<file path="config.mk">
export PLATFORM = sky130hd
export DESIGN_NAME = boot_engine
export DESIGN_NICKNAME = d
export VERILOG_FILES = /design/src/logic/boot_pkg.sv /design/src/logic/byte_fifo.sv /design/src/logic/boot_engine.sv
export SDC_FILE = /design/constraint.sdc
export NUM_CORES = 1
export LEC_CHECK = 0
export BUFFER_PORTS_ARGS = -buffer_cell sky130_fd_sc_hd__buf_4
export CORE_ASPECT_RATIO = 0.7
export CORE_MARGIN = 2
export CORE_UTILIZATION = 47
export CTS_CLUSTER_DIAMETER = 30
export CTS_CLUSTER_SIZE = 25
export DETAILED_ROUTE_END_ITERATION = 10
export PLACE_DENSITY = 0.66
export SLEW_MARGIN = 30
export SYNTH_ARGS = -nofsm -noshare
export SYNTH_HDL_FRONTEND = slang
export SYNTH_SLANG_ARGS = --single-unit
</file>
<file path="constraint.sdc">
create_clock -name clock_i -period 7.2 [get_ports clock_i]
set_input_delay 1.08 -clock clock_i [delete_from_list [all_inputs] [get_ports clock_i]]
set_output_delay 1.08 -clock clock_i [all_outputs]
set_load 0.05 [all_outputs]
</file>
<file path="src/logic/boot_pkg.sv">
/*
 * Constants shared by the serial boot command engine: acknowledge codes,
 * command codes, RAM window and frame positions.
 * Assumes a byte-wide receive stream with a fault flag per byte.
 */
package boot_pkg;
	localparam logic [7:0]  ACK_UART      = 8'h86; // Mode echo, asynchronous
	localparam logic [7:0]  ACK_CLOCKED   = 8'h30; // Mode echo, clocked I/O
	localparam logic [7:0]  CMD_RAM_LOAD  = 8'h10; // RAM transfer command
	localparam logic [7:0]  CMD_ERASE     = 8'h40; // Chip erase command
	localparam logic [7:0]  CODE_ERASE_EN = 8'h54; // Erase enable code
	localparam logic [7:0]  ERASE_OK      = 8'h4F; // Erase finished
	localparam logic [7:0]  ERASE_FAIL    = 8'h4C; // Erase error
	localparam logic [3:0]  NIB_OK        = 4'h0;  // Low nibble, normal
	localparam logic [3:0]  NIB_BAD       = 4'h1;  // Low nibble, bit 0
	localparam logic [3:0]  NIB_RXERR     = 4'h8;  // Low nibble, bit 3
	localparam logic [31:0] RAM_LOW       = 32'h2000_0800; // First legal
	localparam logic [31:0] RAM_HIGH      = 32'h2000_FFFF; // Last RAM byte
	localparam logic [2:0]  HDR_LEN       = 3'h7;  // Header bytes with sum
	localparam int          FIFO_DEPTH    = 8;     // Receive FIFO words
	localparam logic [7:0]  SUM_ZERO      = 8'h00; // Sum that passes
endpackage : boot_pkg

</file>
<file path="src/logic/byte_fifo.sv">
/*
 * Small synchronous FIFO with valid/ready on both sides.
 * Assumes one clock and an active-low asynchronous reset.
 */
`timescale 1ns/1ns
module byte_fifo #(
	parameter int WIDTH = 9,
	parameter int DEPTH = 8
) (
	input  wire logic             clock_i,
	input  wire logic             rst_n_i,
	input  wire logic [WIDTH-1:0] in_data_i,
	input  wire logic             in_valid_i,
	output logic                  in_ready_o,
	output logic      [WIDTH-1:0] out_data_o,
	output logic                  out_valid_o,
	input  wire logic             out_ready_i
);
	localparam int AW = $clog2(DEPTH);
	logic [WIDTH-1:0] mem_q [DEPTH]; // Storage
	logic [AW-1:0]    wr_q;          // Write pointer
	logic [AW-1:0]    rd_q;          // Read pointer
	logic [AW:0]      cnt_q;         // Fill level
	logic             push;
	logic             pop;

	assign in_ready_o  = (cnt_q != (AW+1)'(DEPTH)) ? 1'b1 : 1'b0;
	assign out_valid_o = (cnt_q != '0);
	assign push        = in_valid_i & in_ready_o;
	assign pop         = out_valid_o & out_ready_i;
	assign out_data_o  = mem_q[rd_q];

	// Storage write; no reset needed for data
	always_ff @(posedge clock_i) begin
		if (push) begin
			mem_q[wr_q] <= in_data_i;
		end
	end

	// Pointers and level
	always_ff @(posedge clock_i or negedge rst_n_i) begin
		if (!rst_n_i) begin
			wr_q  <= '0;
			rd_q  <= '0;
			cnt_q <= '0;
		end else begin
			if (push) begin
				wr_q <= (wr_q == AW'(DEPTH-1)) ? '0 : wr_q + AW'(1);
			end
			if (pop) begin
				rd_q <= (rd_q == AW'(DEPTH-1)) ? '0 : rd_q + AW'(1);
			end
			cnt_q <= cnt_q + (AW+1)'(push) - (AW+1)'(pop);
		end
	end
endmodule : byte_fifo

</file>
<file path="src/logic/boot_engine.sv">
/*
 * Serial boot command engine: command byte, RAM load header and data,
 * chip erase sequence, acknowledge encoding.
 * Assumes a serial channel that delivers received bytes with a fault
 * flag, accepts transmit bytes on a valid/ready pair, and an erase
 * controller that answers a start pulse with done and error.
 */
`timescale 1ns/1ns
// How it works
// - Header receive fault answers 0x18, back to wait
// - Clocked mode ignores every receive fault
// - Header sum nonzero answers 0x11
// - Start address must be in RAM window
// - Good header answered 0x10 before data
// - Data bytes stored from start, count bytes
// - Data fault 0x18, bad sum 0x11, else 0x10
// - Jump to start only after 0x10 sent
// - Command 0x40 starts erase, echoed back
// - Command fault: previous nibble, low 8
// - Unknown command: previous nibble, low 1
// - Code 0x54 echoed, then erase runs
// - Bad enable code: low nibble 1, wait
// - Erase result 0x4F good, 0x4C bad
// - Ack upper nibble from command, bits 1,2 zero
// - Unusable baud: abandon, send nothing
// - Good sum low 0; password fail uses load nibble
// - After erase result, wait for a command
// - Mode echo 0x86 asynchronous, 0x30 clocked
module boot_engine (
	input  wire logic        clock_i,
	input  wire logic        rst_n_i,
	input  wire logic        session_start_i, // Mode byte seen, pulse
	input  wire logic        clocked_mode_i,  // Clocked I/O mode
	input  wire logic        baud_ok_i,       // Rate can be programmed
	input  wire logic        password_ok_i,   // Password stage result
	input  wire logic [7:0]  rx_data_i,       // Received byte
	input  wire logic        rx_fault_i,      // Fault on that byte
	input  wire logic        rx_valid_i,      // Byte strobe
	output logic             rx_ready_o,      // FIFO has room
	output logic      [7:0]  tx_data_o,       // Byte to send
	output logic             tx_valid_o,      // Send request
	input  wire logic        tx_ready_i,      // Channel takes byte
	output logic      [31:0] ram_addr_o,      // RAM write address
	output logic      [7:0]  ram_data_o,      // RAM write data
	output logic             ram_we_o,        // RAM write pulse
	output logic             erase_start_o,   // Erase start pulse
	input  wire logic        erase_done_i,    // Erase finished pulse
	input  wire logic        erase_error_i,   // Erase error, with done
	output logic             jump_o,          // Branch pulse
	output logic      [31:0] jump_addr_o,     // Branch target
	output logic             aborted_o        // Session given up
);
	// Protocol states; S_SEND is shared by every reply
	typedef enum logic [3:0] {
		S_IDLE     = 4'b0000, // No session
		S_CMD      = 4'b0001, // Waiting for command byte
		S_PWD      = 4'b0010, // Password check, other block
		S_HDR      = 4'b0011, // Collecting header
		S_DATA     = 4'b0100, // Storing data
		S_DSUM     = 4'b0101, // Data checksum byte
		S_ENABLE   = 4'b0110, // Waiting erase enable code
		S_ERASE    = 4'b0111, // Erase running
		S_SEND     = 4'b1000  // Sending an acknowledge
	} state_t;

	// Registered protocol state
	state_t      state_q;     // Main state
	state_t      after_q;     // State after the send
	logic [3:0]  nib_q;       // Last accepted command nibble
	logic [7:0]  tx_q;        // Pending transmit byte
	logic        go_q;        // Branch after send
	logic        abort_q;     // Session abandoned
	logic [2:0]  hcnt_q;      // Header byte index
	logic [7:0]  sum_q;       // Running modulo-256 sum
	logic        fault_q;     // Fault seen in this block
	logic [31:0] start_q;     // Start address
	logic [15:0] count_q;     // Byte count
	logic [15:0] left_q;      // Bytes still to store
	logic [31:0] waddr_q;     // Next store address
	logic [7:0]  wdata_q;     // Store data
	logic        we_q;        // Store pulse
	logic        erase_q;     // Erase start pulse
	logic        jump_q;      // Branch pulse

	// Combinational helpers
	logic [7:0]  f_data;      // FIFO output byte
	logic        f_fault;     // FIFO output fault
	logic        f_valid;     // Byte ready to consume
	logic        f_take;      // Consume this cycle
	logic        fault;       // Fault after mode masking
	logic [7:0]  sum_next;    // Sum including this byte
	logic        last_hdr;    // Last header byte now
	logic [31:0] addr_next;   // Address with this byte

	// Bytes wait here while an acknowledge is going out
	byte_fifo #(
		.WIDTH (9),
		.DEPTH (boot_pkg::FIFO_DEPTH)
	) rx_fifo (
		.clock_i     (clock_i),
		.rst_n_i     (rst_n_i),
		.in_data_i   ({rx_fault_i, rx_data_i}),
		.in_valid_i  (rx_valid_i),
		.in_ready_o  (rx_ready_o),
		.out_data_o  ({f_fault, f_data}),
		.out_valid_o (f_valid),
		.out_ready_i (f_take)
	);

	// Only consume while listening; stalls fill the FIFO
	assign f_take = f_valid && (state_q == S_CMD || state_q == S_HDR ||
		state_q == S_DATA || state_q == S_DSUM || state_q == S_ENABLE);
	assign fault     = f_fault & ~clocked_mode_i;
	assign sum_next  = sum_q + f_data;
	assign last_hdr  = (hcnt_q == boot_pkg::HDR_LEN - 3'h1);
	assign addr_next = {start_q[23:0], f_data};

	// Data outputs come straight from flip-flops
	assign tx_data_o     = tx_q;
	assign tx_valid_o    = (state_q == S_SEND);
	assign ram_addr_o    = waddr_q;
	assign ram_data_o    = wdata_q;
	assign ram_we_o      = we_q;
	assign erase_start_o = erase_q;
	assign jump_o        = jump_q;
	assign jump_addr_o   = start_q;
	assign aborted_o     = abort_q;

	// Protocol sequencer
	always_ff @(posedge clock_i or negedge rst_n_i) begin
		if (!rst_n_i) begin
			// Every register clears to a constant
			state_q <= S_IDLE;
			after_q <= S_IDLE;
			nib_q   <= 4'h0;
			tx_q    <= 8'h00;
			go_q    <= 1'b0;
			abort_q <= 1'b0;
			hcnt_q  <= 3'h0;
			sum_q   <= 8'h00;
			fault_q <= 1'b0;
			start_q <= 32'h0000_0000;
			count_q <= 16'h0000;
			left_q  <= 16'h0000;
			erase_q <= 1'b0;
			jump_q  <= 1'b0;
		end else begin
			// Pulses last one cycle unless set below
			erase_q <= 1'b0;
			jump_q  <= 1'b0;
			unique case (state_q)
				// Idle: wait for the mode byte verdict
				S_IDLE: begin
					if (session_start_i) begin
						// Unusable rate: stay silent, no reply
						if (!clocked_mode_i && !baud_ok_i) begin
							abort_q <= 1'b1;
						end else begin
							// Echo the mode, then wait for a command
							abort_q <= 1'b0;
							tx_q    <= clocked_mode_i ? boot_pkg::ACK_CLOCKED
								: boot_pkg::ACK_UART;
							after_q <= S_CMD;
							state_q <= S_SEND;
						end
					end
				end
				// Command byte decode
				S_CMD: begin
					if (f_take) begin
						state_q <= S_SEND;
						after_q <= S_CMD;
						// Fault wins over any decode
						if (fault) begin
							tx_q <= {nib_q, boot_pkg::NIB_RXERR};
						end else if (f_data == boot_pkg::CMD_RAM_LOAD) begin
							tx_q    <= f_data;
							nib_q   <= f_data[7:4];
							after_q <= S_PWD;
						end else if (f_data == boot_pkg::CMD_ERASE) begin
							tx_q    <= f_data;
							nib_q   <= f_data[7:4];
							after_q <= S_ENABLE;
						end else begin
							// Unknown code keeps the old nibble
							tx_q <= {nib_q, boot_pkg::NIB_BAD};
						end
					end
				end
				// Password verdict from the outside stage
				S_PWD: begin
					// Password bytes are handled elsewhere; only its verdict
					hcnt_q  <= 3'h0;
					sum_q   <= 8'h00;
					fault_q <= 1'b0;
					// Verdict is read one cycle after the echo
					if (!password_ok_i) begin
						tx_q    <= {boot_pkg::CMD_RAM_LOAD[7:4],
							boot_pkg::NIB_BAD};
						after_q <= S_CMD;
						state_q <= S_SEND;
					end else begin
						state_q <= S_HDR;
					end
				end
				// Seven header bytes, sum included
				S_HDR: begin
					if (f_take) begin
						sum_q   <= sum_next;
						fault_q <= fault_q | fault;
						hcnt_q  <= hcnt_q + 3'h1;
						// Bytes 0-3 address, 4-5 count, 6 sum
						if (hcnt_q < 3'h4) begin
							start_q <= addr_next;
						end else if (hcnt_q < 3'h6) begin
							count_q <= {count_q[7:0], f_data};
						end
						// Seventh byte decides the reply
						if (last_hdr) begin
							state_q <= S_SEND;
							after_q <= S_CMD;
							sum_q   <= 8'h00;
							fault_q <= 1'b0;
							left_q  <= count_q;
							// Fault first, then sum and window
							if (fault_q | fault) begin
								tx_q <= {nib_q, boot_pkg::NIB_RXERR};
							end else if (sum_next != boot_pkg::SUM_ZERO ||
								start_q < boot_pkg::RAM_LOW ||
								start_q > boot_pkg::RAM_HIGH) begin
								tx_q <= {nib_q, boot_pkg::NIB_BAD};
							end else begin
								tx_q    <= {nib_q, boot_pkg::NIB_OK};
								after_q <= (count_q == 16'h0000) ? S_DSUM : S_DATA;
							end
						end
					end
				end
				// Counted data bytes go to RAM
				S_DATA: begin
					if (f_take) begin
						sum_q   <= sum_next;
						fault_q <= fault_q | fault;
						left_q  <= left_q - 16'h0001;
						// Last counted byte; the sum follows
						if (left_q == 16'h0001) begin
							state_q <= S_DSUM;
						end
					end
				end
				// Data checksum decides the branch
				S_DSUM: begin
					// Checksum byte is the sum's two's complement
					if (f_take) begin
						state_q <= S_SEND;
						after_q <= S_CMD;
						go_q    <= 1'b0;
						// Only a clean block arms the branch
						if (fault_q | fault) begin
							tx_q <= {nib_q, boot_pkg::NIB_RXERR};
						end else if (sum_next != boot_pkg::SUM_ZERO) begin
							tx_q <= {nib_q, boot_pkg::NIB_BAD};
						end else begin
							tx_q    <= {nib_q, boot_pkg::NIB_OK};
							go_q    <= 1'b1;
							after_q <= S_IDLE;
						end
					end
				end
				// Erase enable code
				S_ENABLE: begin
					if (f_take) begin
						state_q <= S_SEND;
						after_q <= S_CMD;
						// A fault here keeps the erase nibble
						if (fault) begin
							tx_q <= {nib_q, boot_pkg::NIB_RXERR};
						end else if (f_data == boot_pkg::CODE_ERASE_EN) begin
							tx_q    <= f_data;
							after_q <= S_ERASE;
						end else begin
							tx_q <= {nib_q, boot_pkg::NIB_BAD};
						end
					end
				end
				// Erase running outside this block
				S_ERASE: begin
					// Error is read with done, same cycle
					if (erase_done_i) begin
						tx_q    <= erase_error_i ? boot_pkg::ERASE_FAIL
							: boot_pkg::ERASE_OK;
						after_q <= S_CMD;
						state_q <= S_SEND;
					end
				end
				// Hold the reply until the channel takes it
				S_SEND: begin
					if (tx_ready_i) begin
						// Byte taken; move on and fire pulses
						state_q <= after_q;
						if (after_q == S_ERASE) begin
							erase_q <= 1'b1;
						end
						if (go_q) begin
							jump_q <= 1'b1;
							go_q   <= 1'b0;
						end
					end
				end
				// Unused codes fall back to idle
				default: state_q <= S_IDLE;
			endcase
		end
	end

	// RAM store path; address steps one byte per stored word
	always_ff @(posedge clock_i or negedge rst_n_i) begin
		if (!rst_n_i) begin
			waddr_q <= 32'h0000_0000;
			wdata_q <= 8'h00;
			we_q    <= 1'b0;
		end else begin
			// Write pulse is one cycle per byte
			we_q <= 1'b0;
			// Address reloads while the header arrives
			if (state_q == S_HDR) begin
				waddr_q <= start_q;
			end else if (state_q == S_SEND && after_q == S_DATA) begin
				waddr_q <= start_q;
			end else if (state_q == S_DATA && f_take) begin
				wdata_q <= f_data;
				we_q    <= 1'b1;
				// Step after a store, never before the first
				if (we_q) begin
					waddr_q <= waddr_q + 32'h0000_0001;
				end
			end else if (we_q) begin
				waddr_q <= waddr_q + 32'h0000_0001;
			end
		end
	end
endmodule : boot_engine

</file>
# == After elaboration in Yosys (flattened, before gate mapping) ==
# Memory sizes are Yosys's and may differ from the RTL's.
# Index checks and enable logic that the tools add are counted.
# word_totals
memories,1
elab_cells,199
regBits,151
out_inout_bits,86
mem_bits_rw,72
in_bits,19
# mem_list
name,words,word_bits,rd,rd_clocked_by_memory_dff,wr,line,text
rx_fifo.mem_q,8,9,1,0,1,byte_fifo.sv:20,logic [WIDTH-1:0] mem_q [DEPTH];
# op_classes
n_bitwise,9
n_eq_ne,31
magnitude_cmp,4
reduce_logical,35
mux,91
add_sub_neg,8
# op_table
cell,count
$mux 8,18
$mux 32,3
$mux 4,23
$pmux 4 s7,2
$pmux 8 s7,1
$mux 16,3
$add 32x1->32 const B,1
$gt 32x30->1 const B,1
$lt 32x30->1 const B,1
$pmux 16 s2,1
$mux 3,10
$mux 1,25
$eq 4x3->1 const B,6
$pmux 8 s3,1
$ne 2x2->1 const B,11
$eq 16x1->1 const B,1
$eq 8x7->1 const B,2
$logic_not 16->1,1
$sub 16x1->16 const B,1
$reduce_and 3->1,4
$reduce_and 4->1,3
$reduce_and 10->1,1
$add 3x1->3 const B,3
$eq 3x3->1 const B,3
other kinds (29),52

# == Depth between registers and ports, before layout ==
# Gate-level depths: netlist of the first run.
# depth
word_depth,10
ltp_mapped,16

# == Cells and area by module ==
# A second synthesis of the first run with hierarchy kept.
# hier_totals
hier_cells,910
hier_area_um2,10799.1
# modules_own_cells
mod,area_per_inst_um2,cells_per_inst,instances,seq_area_each_um2
boot_engine,7408.4,749,1,3503.4
byte_fifo,3390.8,161,1,2412.3

# == Least setup slack after synthesis of the first run ==
# Ideal clock, no wire load.
# synth_path
path_kind,flip-flop to flip-flop
start,register rx_fifo.rd_q[0]
end,register after_q[2]
stages_incl_launch_ff,16
t_required_ns,7.123
setup_slack_ns,3.607
setup_time_ns,0.077
path_buffers,3
arrival_time_ns,3.515
synth_period_minus_slack_ns,3.593
cell_sequence,dfrtp_1 buf_6 buf_6 clkbuf_1 o21ai_0 mux2i_1 inv_1 ha_1 fa_1 a211oi_1 or4b_2 nand4_1 nor4_1 nand3_1 or3b_1 a21oi_1
# synth_via
elab_chain_cells,10
# synth_rtl
item,line,text
start: declaration,byte_fifo.sv:22,logic [AW-1:0] rd_q;
start signal: assignment,byte_fifo.sv:51,rd_q <= (rd_q == AW'(DEPTH-1)) ? '0 : rd_q + AW'(1);
$mem_v2 8x9 *,--,
named net addr_next[0],boot_engine.sv:93,logic [31:0] addr_next;
$add 8x8->8,boot_engine.sv:114,assign sum_next = sum_q + f_data;
$reduce_bool 8->1,boot_engine.sv:228,end else if (sum_next != boot_pkg::SUM_ZERO ||
$logic_or 1x1->1,boot_engine.sv:228,
$logic_or 1x1->1,boot_engine.sv:229,start_q < boot_pkg::RAM_LOW ||
$mux 3,boot_engine.sv:228,
$mux 3,boot_engine.sv:226,if (fault_q | fault) begin
$mux 4,boot_engine.sv:219,if (last_hdr) begin
$mux 4,boot_engine.sv:208,if (f_take) begin
$pmux 4 s7 *,boot_engine.sv:151,unique case (state_q)
end signal: assignment,boot_engine.sv:234,after_q <= (count_q == 16'h0000) ? S_DSUM : S_DATA;
end: declaration,boot_engine.sv:68,state_t after_q;
# The timed path passes the listed nets; every way through them passes the cells marked *. The select of a mux whose other input is x is not followed.
# A chain may end at the register's enable or synchronous reset.

# == Final worst setup path of the first run ==
# Same ends and word-level chain as after synthesis.

==> impl_metrics.tcl, run 1 <==
set metrics [dict create \
    hold_path_class "flip-flop to flip-flop" \
    layout-drive-gt1-share 0.227 \
    drt_pass1_iterations 5 \
    hold_viol 0 \
    cp_cell_sequence "buf_4 -> mux4_1 -> mux2i_1 -> inv_1 -> ha_1 -> fa_1 -> a211oi_1 -> or4b_2 -> nand4_1 -> nor4_1 -> nand3_1 -> or3b_1 -> a21oi_1" \
    routed_wl_um 26100 \
    tightestPinTransition_ps 979 \
    area_growth_pct 20.5 \
    multiInputGateArea_mm2 0.00447 \
    final_common_cell "dfrtp_1" \
    async_reset_ff_frac 0.676 \
    critPathLaunch "rx_fifo.rd_q[0]" \
    final_cell_mix "dfrtp_1 (149), buf_4 (111), nor2_1 (110)" \
    grt_max_degree 77 \
    crit_arrival_ps 4710 \
    cp_max_fo 28 \
    start_util 0.478 \
    ant_nets 0 \
    avgRoutedWirePerCell_um 18.5 \
    fp.dieW_um 185 \
    syn_inst 982 \
    cts_resized 0 \
    period_share 0.594 \
    synth_area_per_cell_um2 11.0 \
    hold_start "sum_q[7]" \
    status "finished clean" \
    hold_path_end "sum_q[7]" \
    rsz0062_at_grt "false" \
    via_count 7934 \
    ys_ff_latch 222 \
    setup_tns_ps 0 \
    hold_buffers 0 \
    fillers 1913 \
    maxSlewViolCount 0 \
    endpoint_kind "flip-flop" \
    yosysWarnings 0 \
    port_buffers 104 \
    num_rows 46 \
    htree_levels 2 \
    whs_path_depth 1 \
    synth_xor_area_frac 0.0330 \
    cts.sinks 222 \
    grt_overflow 0 \
    clk_latency_ps 510 \
    fin_skew_ps 27.9 \
    ys_seq_area_frac 0.549 \
    max_freq_mhz 234 \
    netlist_area_mm2 0.0108 \
    reg2regPathDepth 13 \
    r2r_setup_slack_ps 2920 \
    regArea_mm2 0.00592 \
    power_density_mw_per_mm2 497 \
    synth_top_family_by_area "simple AND/OR/NAND/NOR gates" \
    synthAdderAreaFrac 0.0290 \
    synth_simple_gate_area_frac 0.147 \
    startpoint_type "flip-flop" \
    finalSetupViolCount 0 \
    slew_headroom 0.345 \
    synth.top_cell.area_share 0.348 \
    ir_drop_mv 0.236 \
    place.gp.congestion 0.852 \
    synth-edff-count 72 \
    core_mm2 0.0226 \
    synth_fp_nets 1024 \
    synth_cell_types 79 \
    cpPeakStageDelay_ps 640 \
    io_pins 105 \
    yosysTopAreaCell "dfrtp_1" \
    die_area_mm2 0.0242 \
    cp_slowest_cell "mux4_1" \
    whs_ps 480 \
    rr_startpoint "rx_fifo.rd_q[0]" \
    grt_pass1_vias 7542 \
    drv_cap 0 \
    path_class "flip-flop to flip-flop" \
    viasPerCell 5.62 \
    required_ps 7630 \
    antennaDiodeCount 0 \
    synthMuxAreaShare 0.0855 \
    ys_top_cells_by_area "dfrtp_1 (35%), edfxtp_1 (20%), nor2_1 (3.9%)" \
    r2r-end "after_q[2]" \
    antenna_found_initial 0 \
    die_h_um 131 \
    route.detailed.drc 0 \
    synth_compound_area_frac 0.115 \
    min_period_ps 4280 \
    hpwl_um 18000 \
    numCtsBuffers 38 \
    fin_nets 1114 \
    cts_tree "yes" \
    power.leakage_nw 5.60 \
    cts_setup_buffers 0 \
    clkSlewWorstSetupHoldPaths_ps 50 \
    ctsLongestPathBuffers 3 \
    drt-initial-drc-count 677 \
    root_buffer "clkbuf_16" \
    grt_pass1_wl_um 41600 \
    synth_ff_type "dfrtp_1" \
    grt_usage 0.223 \
]
## metrics by stage
| stage | area, µm² | power (mW) | cells | setup WS, ps | utilization |
|---|---|---|---|---|---|
| 2_1_floorplan | 10800 | 4.00 | 982 | 3610 | - |
| 3_3_place_gp | 11700 | 4.68 | 1342 | 2790 | 0.519 |
| 3_5_place_dp | 11700 | 4.74 | 1343 | 2660 | 0.520 |
| 4_1_cts | 13000 | 6.48 | 1411 | 2650 | 0.575 |
| 5_1_grt | 13000 | 6.86 | 1412 | 2640 | 0.576 |
| 6_report | 13000 | 6.46 | 1412 | 2920 | 0.576 |
## cells by family (layout without fill, tap and decap cells)
family,after synthesis,count (layout)
simple gates,336,336
flops,222,222
xor+xnor,39,39
compound gates,206,206
fa+ha+maj,24,24
mux,64,64
buf+inv,91,209
## where the power goes
part           total, mW  leakage, nW  switching, mW  internal [mW]
clock network       1.72        0.602          0.645           1.07
logic               2.67         2.38           1.74          0.928
registers           2.08         2.62          0.424           1.65
## flip-flops by register name (all words and copies together), names as in the netlist, 8 cells and up
register	flops
count_q	16
jump_addr_o	32
left_q	16
ram_addr_o	32
ram_data_o	8
rx_fifo.mem_q	72
sum_q	8
tx_data_o	8
## layout make-up
class / instances / share of cell area
clock buffers: 45 / 0.0784
clock inverters: 23 / 0.0167
inverters: 26 / 0.00751
multi-input cells: 669 / 0.344
flip-flops and latches: 222 / 0.455
well taps: 312 / 0.0300
repair buffers: 115 / 0.0679
## worst max-delay path by stage
stage	end	slack, ps	depth (start not counted)
after global routing	sum_q[7]	2640	8
after CTS	after_q[2]	2650	14
after detailed placement	after_q[2]	2660	14
final	after_q[2]	2920	13
after floorplan	after_q[2]	3610	15
after global placement	after_q[2]	2790	14
## cells in the mapped netlist (5+ instances only)
| cell | count |
|---|---|
| nor4_1 | 11 |
| and2_1 | 5 |
| mux2i_1 | 8 |
| nor2b_1 | 7 |
| clkbuf_1 | 34 |
| xnor2_1 | 11 |
| dfrtp_1 | 150 |
| ha_1 | 21 |
| edfxtp_1 | 72 |
| o21ai_0 | 68 |
| xor2_1 | 27 |
| buf_4 | 24 |
| mux4_2 | 13 |
| nand4_1 | 15 |
| nand3b_1 | 5 |
| nand2_1 | 86 |
| a22oi_1 | 6 |
| nor3_1 | 18 |
| nand2b_1 | 9 |
| nand3_1 | 35 |
| mux2_2 | 35 |
| nor2_1 | 113 |
| a211oi_1 | 5 |
| inv_1 | 25 |
| a21oi_1 | 80 |
| a22o_1 | 8 |
| and3_1 | 10 |
## critical path: cells and delay by family (launching register included)
| kind | cells | cell delay (ps) |
|---|---|---|
| AO/OA/AOI/OAI | 2 | 530 |
| adder cells (fa/ha/maj) | 2 | 630 |
| buffers and inverters | 2 | 450 |
| flip-flops | 1 | 320 |
| multiplexers | 2 | 910 |
| AND/OR/NAND/NOR | 5 | 1340 |
## metal layers
layer | up-vias | wire [µm] | global-route usage
li1 | 3733 | - | -
met1 | 3900 | 13100 | 0.356
met2 | 267 | 10900 | 0.301
met3 | 34 | 1670 | 0.0460
met4 | 0 | 481 | 0.0700
met5 | - | 0 | 0
No activity file was read; power rests on OpenSTA's default activity.
==> inputs of run 2 (changes only) <==
Settings changed: ABC_AREA set to 1, PLACE_DENSITY 0.66 to 0.68.
Clock period 7.2 ns to 3.6 ns, I/O delays scaled along.
==> impl_metrics.tcl, run 2 <==
set metrics [dict create \
    p_int_mw 6.38 \
    final_core_util 0.583 \
    async_reset_ff_frac 0.676 \
    fp.dieW_um 190 \
    synth_area_per_cell_um2 8.56 \
    layout-drive-gt1-share 0.166 \
    num_rows 47 \
    period_share 0.871 \
    seqPwrFrac 0.314 \
    min_period_ps 3130 \
    synthTopCellsByCount "nand2_1 (364), inv_1 (160), dfrtp_1 (150)" \
    rr_startpoint "rx_fifo.rd_q[0]" \
    p_sw_mw 3.54 \
    grt_max_degree 73 \
    ys_top_cells_by_area "dfrtp_1 (33%), edfxtp_1 (19%), nand2_1 (12%)" \
    htree_levels 2 \
    hold_start "rx_data_i[3]" \
    yosysTopAreaCell "dfrtp_1" \
    r2r_setup_slack_ps 470 \
    grt_pass1_vias 9119 \
    numCtsBuffers 41 \
    synth_ff_type "dfrtp_1" \
    synth_fp_nets 1375 \
    startpoint_type "flip-flop" \
    syn_inst 1333 \
    netlist_area_mm2 0.0114 \
    die_h_um 134 \
    yosysMostFrequentCell "nand2_1" \
    cts_setup_buffers 0 \
    via_count 9444 \
    power_density_mw_per_mm2 716 \
    synth_cell_types 48 \
    antennaDiodeCount 0 \
    cts_tree "yes" \
    reg2regPathDepth 18 \
    switching_share 0.357 \
    crit_arrival_ps 3570 \
    ir_drop_mv 0.651 \
    fin_cells 1790 \
    io_pins 105 \
    ys_ff_latch 222 \
    drt_pass1_iterations 5 \
    clkSlewWorstSetupHoldPaths_ps 50 \
    r2r-end "after_q[2]" \
    dpl.cell_count 1714 \
    fillers 2120 \
    critPathLaunch "rx_fifo.rd_q[0]" \
    hold_path_end "rx_fifo.mem_q[6][3]" \
    port_buffers 104 \
    viasPerCell 5.28 \
    drt-initial-drc-count 677 \
    routed_wl_um 29700 \
    area_growth_pct 21.4 \
    largest_reg_flops 72 \
    synth.top_cell.area_share 0.329 \
    tightestPinTransition_ps 702 \
    hold_buffers 1 \
    cts_resized 0 \
    clk_latency_ps 520 \
    comb_power_share 0.280 \
    antenna_found_initial 0 \
    maxSlewViolCount 0 \
    required_ps 4040 \
    ant_nets 0 \
    status "finished clean" \
    whs_path_depth 1 \
    largest-register "rx_fifo.mem_q" \
    root_buffer "clkbuf_16" \
    hold_path_class "input pin to flip-flop" \
    slew_headroom 0.531 \
    rsz0062_at_grt "false" \
    p_clk_frac 0.406 \
    fin_nets 1482 \
    yosysWarnings 0 \
    power.leakage_nw 6.58 \
    cp_max_fo 31 \
    hpwl_um 20900 \
    grt_overflow 0 \
    ctsLongestPathBuffers 3 \
    setup_tns_ps 0 \
    ys_seq_area_frac 0.519 \
    synth-edff-count 72 \
    grt_pass1_wl_um 48000 \
    drv_cap 0 \
    max_freq_mhz 319 \
    path_class "flip-flop to flip-flop" \
    final_cell_mix "nand2_1 (364), inv_1 (160), dfrtp_1 (150)" \
    avgRoutedWirePerCell_um 16.6 \
    grt_usage 0.236 \
    cts.sinks 222 \
    endpoint_kind "flip-flop" \
    place.gp.congestion 0.930 \
    route.detailed.drc 0 \
    hold_viol 0 \
    finalSetupViolCount 0 \
    start_util 0.480 \
    die_area_mm2 0.0255 \
    fin_skew_ps 20.0 \
    final_common_cell "nand2_1" \
    core_mm2 0.0238 \
]
==> run 2: changes by cell type after synthesis, sizes merged, moves of 9 or more <==
cell,delta
a21oi,-60
and3,-10
buf,+15
clkbuf,-21
inv,+148
mux2,-35
mux4,-17
nand2,+287
nand2b,-9
nand3,+56
o211ai,+10
o21ai,+53
o221ai,+13
==> run 2: stage by stage <==
stage	worst slack [ps]	total power [mW]	hold slack (ps)	instance area (µm²)
final	466	9.91	254	13900
after global routing	40.4	10.4	243	13900
after CTS	512	9.95	239	13800
after detailed placement	546	5.90	455	12400
after global placement	596	5.84	451	12400
after floorplan	906	5.10	244	11400
==> run 2: cell type report <==
class                   instances  area [µm²]  area share
well taps                     318         398      0.0287
clock buffers                  51        1160      0.0836
repair buffers                123         942      0.0680
inverters                     174         653      0.0472
clock inverters                24         307      0.0221
multi-input cells             878        4480       0.323
flip-flops and latches        222        5920       0.427
==> run 2: power by group through the flow <==
stage	Sequential (mW)	Combinational, mW	Clock, mW
floorplan	3.35	1.75	0
global placement	3.15	2.69	0
detailed placement	3.15	2.75	0
CTS	3.11	2.76	4.07
global route	3.15	3.08	4.18
finish	3.12	2.77	4.03
==> run 2: worst max path at each step <==
| stage | end | slack [ps] | cells past startpoint |
|---|---|---|---|
| after floorplan | tx_data_o[0] | 910 | 21 |
| after global placement | tx_data_o[0] | 600 | 19 |
| after detailed placement | tx_data_o[0] | 550 | 19 |
| after CTS | after_q[0] | 510 | 16 |
| after global routing | after_q[0] | 40 | 21 |
| final | after_q[2] | 470 | 18 |
==> run 2: cell families after synthesis <==
family | count (synthesis) | synth area share
DFF | 222 | 0.519
adders and majority gates | 23 | 0.0265
xor gates and xnor gates | 35 | 0.0269
AOI/OAI and AO/OA | 191 | 0.0971
muxes | 4 | 0.00373
buffers and inverters | 233 | 0.0901
and+or+nand+nor | 625 | 0.237
==> run 2: worst max-delay path, cell delays in order (launching register included) <==
cell and delay, ps:
dfrtp_1 380, inv_2 380, nand2_1 100, nand3_1 90, nand3_1 70, nand2_1 100, inv_1 50, ha_1 220
fa_1 430, xor2_1 200, nor2_1 140, nand3_1 100, nor2_1 170, nand3_1 120, nor2_1 170, nand4_1 120
nand3_1 110, nand2_1 50, nand2_1 60
==> run 2: per-layer routing <==
| layer | part of all wire | up-vias | track usage | wire length [µm] |
|---|---|---|---|---|
| li1 | - | 4579 | - | - |
| met1 | 0.50 | 4478 | 0.368 | 14800 |
| met2 | 0.41 | 341 | 0.342 | 12200 |
| met3 | 0.075 | 46 | 0.0390 | 2220 |
| met4 | 0.017 | 0 | 0.0547 | 506 |
| met5 | 0 | - | 0 | 0 |
==> inputs of run 3 (changes only) <==
Settings changed: CELL_PAD_IN_SITES_DETAIL_PLACEMENT set to 1, CELL_PAD_IN_SITES_GLOBAL_PLACEMENT set to 2, CORE_UTILIZATION 47 to 33, PLACE_DENSITY 0.68 to 0.76.
==> impl_metrics.tcl, run 3 (synthesis results as in run 2) <==
set metrics [dict create \
    status "finished clean" \
    hold_path_class "input pin to flip-flop" \
    place.gp.congestion 0.821 \
    path_class "flip-flop to flip-flop" \
    final_common_cell "nand2_1" \
    hold_viol 0 \
    crit_arrival_ps 3550 \
    port_buffers 104 \
    tightestPinTransition_ps 806 \
    clk_latency_ps 560 \
    area_growth_pct 27.6 \
    max_freq_mhz 321 \
    required_ps 4040 \
    cts_tree "yes" \
    finalSetupViolCount 0 \
    grt_overflow 0 \
    cp_max_fo 26 \
    viasPerCell 4.88 \
    routed_wl_um 35300 \
    htree_levels 2 \
    die_area_mm2 0.0361 \
    grt_pass1_wl_um 56800 \
    fin_nets 1496 \
    io_pins 105 \
    root_buffer "clkbuf_16" \
    via_count 9572 \
    drv_cap 0 \
    final_cell_mix "nand2_1 (364), inv_1 (160), dfrtp_1 (150)" \
    drt-initial-drc-count 587 \
    largest_reg_flops 72 \
    ctsLongestPathBuffers 3 \
    multiInputGateArea_mm2 0.00448 \
    start_util 0.338 \
    power_density_mw_per_mm2 768 \
    fillers 3943 \
    drt_pass1_iterations 5 \
    grt_usage 0.200 \
    hpwl_um 25300 \
    cts_resized 0 \
    stdcell_area_mm2 0.0146 \
    slew_headroom 0.463 \
    endpoint_kind "flip-flop" \
    clkSlewWorstSetupHoldPaths_ps 50 \
    cts_setup_buffers 0 \
    maxSlewViolCount 0 \
    largest-register "rx_fifo.mem_q" \
    ant_nets 0 \
    die_h_um 160 \
    grt_max_degree 137 \
    period_share 0.865 \
    fin_skew_ps 14.3 \
    startpoint_type "flip-flop" \
    core_mm2 0.0338 \
    numCtsBuffers 52 \
    num_rows 56 \
    fp.dieW_um 226 \
    regArea_mm2 0.00592 \
    power.leakage_nw 6.85 \
    layout-drive-gt1-share 0.176 \
    grt_pass1_vias 9876 \
    setup_tns_ps 0 \
    cts.sinks 222 \
    ir_drop_mv 0.453 \
    min_period_ps 3110 \
    route.detailed.drc 0 \
    antenna_found_initial 0 \
    avgRoutedWirePerCell_um 18.0 \
    placed_area_mm2 0.0126 \
    antennaDiodeCount 0 \
    rsz0062_at_grt "false" \
]
[run 3: through the flow]
stage | std cells | power, mW | hold WS [ps] | utilization | setup WS (ps)
after floorplan | 1333 | 5.10 | 244 | - | 906
after global placement | 1863 | 5.99 | 393 | 0.373 | 595
after detailed placement | 1863 | 6.07 | 390 | 0.373 | 485
after CTS | 1961 | 11.3 | 191 | 0.431 | 470
after global routing | 1961 | 11.8 | 200 | 0.431 | 96.2
final | 1961 | 11.2 | 218 | 0.431 | 486
[run 3: timing repair]
| action | 4_1_cts | 5_1_grt |
|---|---|---|
| hold buffers | 1 | 0 |
| endpoints found under the hold margin | 14 | 0 |
| endpoints found under the setup margin | 0 | 0 |
[run 3: report_power, final]
group	switching [mW]	internal, mW
clock	1.53	3.61
sequential	0.209	2.91
combinational	2.08	0.840
[run 3: metal layers]
metal  up-vias  routed length [µm]  global-route usage
met5         -                   0                   0
met4         0                 523              0.0446
li1       4611                   -                   -
met1      4714               18600               0.312
met2       199               14400               0.283
met3        48                1890              0.0393
[run 3: path summary, 6_finish.rpt]
kind	start	end	slack [ps]	cells past startpoint
hold reg to reg	nib_q[1]	nib_q[1]	470	2
hold / removal	rx_data_i[4]	rx_fifo.mem_q[7][4]	220	1
setup / recovery	rx_fifo.rd_q[0]	tx_data_o[0]	490	20
min in group asynchronous	rst_n_i	ram_addr_o[7]	400	2
setup reg to reg	rx_fifo.rd_q[0]	tx_data_o[0]	490	20
max in group asynchronous	rst_n_i	tx_data_o[2]	2160	3
[run 3: worst max-delay path, stage by stage (launching register included)]
cell	delay, ps
dfrtp_1	420
inv_2	150
buf_12	190
nand2_1	70
nand2_1	60
nand2_1	60
nand3_1	90
nand2_2	140
inv_1	100
fa_1	490
xor2_1	200
nor2_1	120
nand3_1	130
nor2_1	170
nand3_1	140
o21ai_0	180
nand2_1	60
nand2_1	70
nand2_1	50
nand2_1	50
nand2_1	50
[run 3: area by class of cell]
class,count,area share
tap,464,0.0399
sequential,222,0.406
timing repair buffer,126,0.0680
clock buffer,71,0.108
clock inverter,26,0.0254
inverter,174,0.0449
multi-input combinational,878,0.307
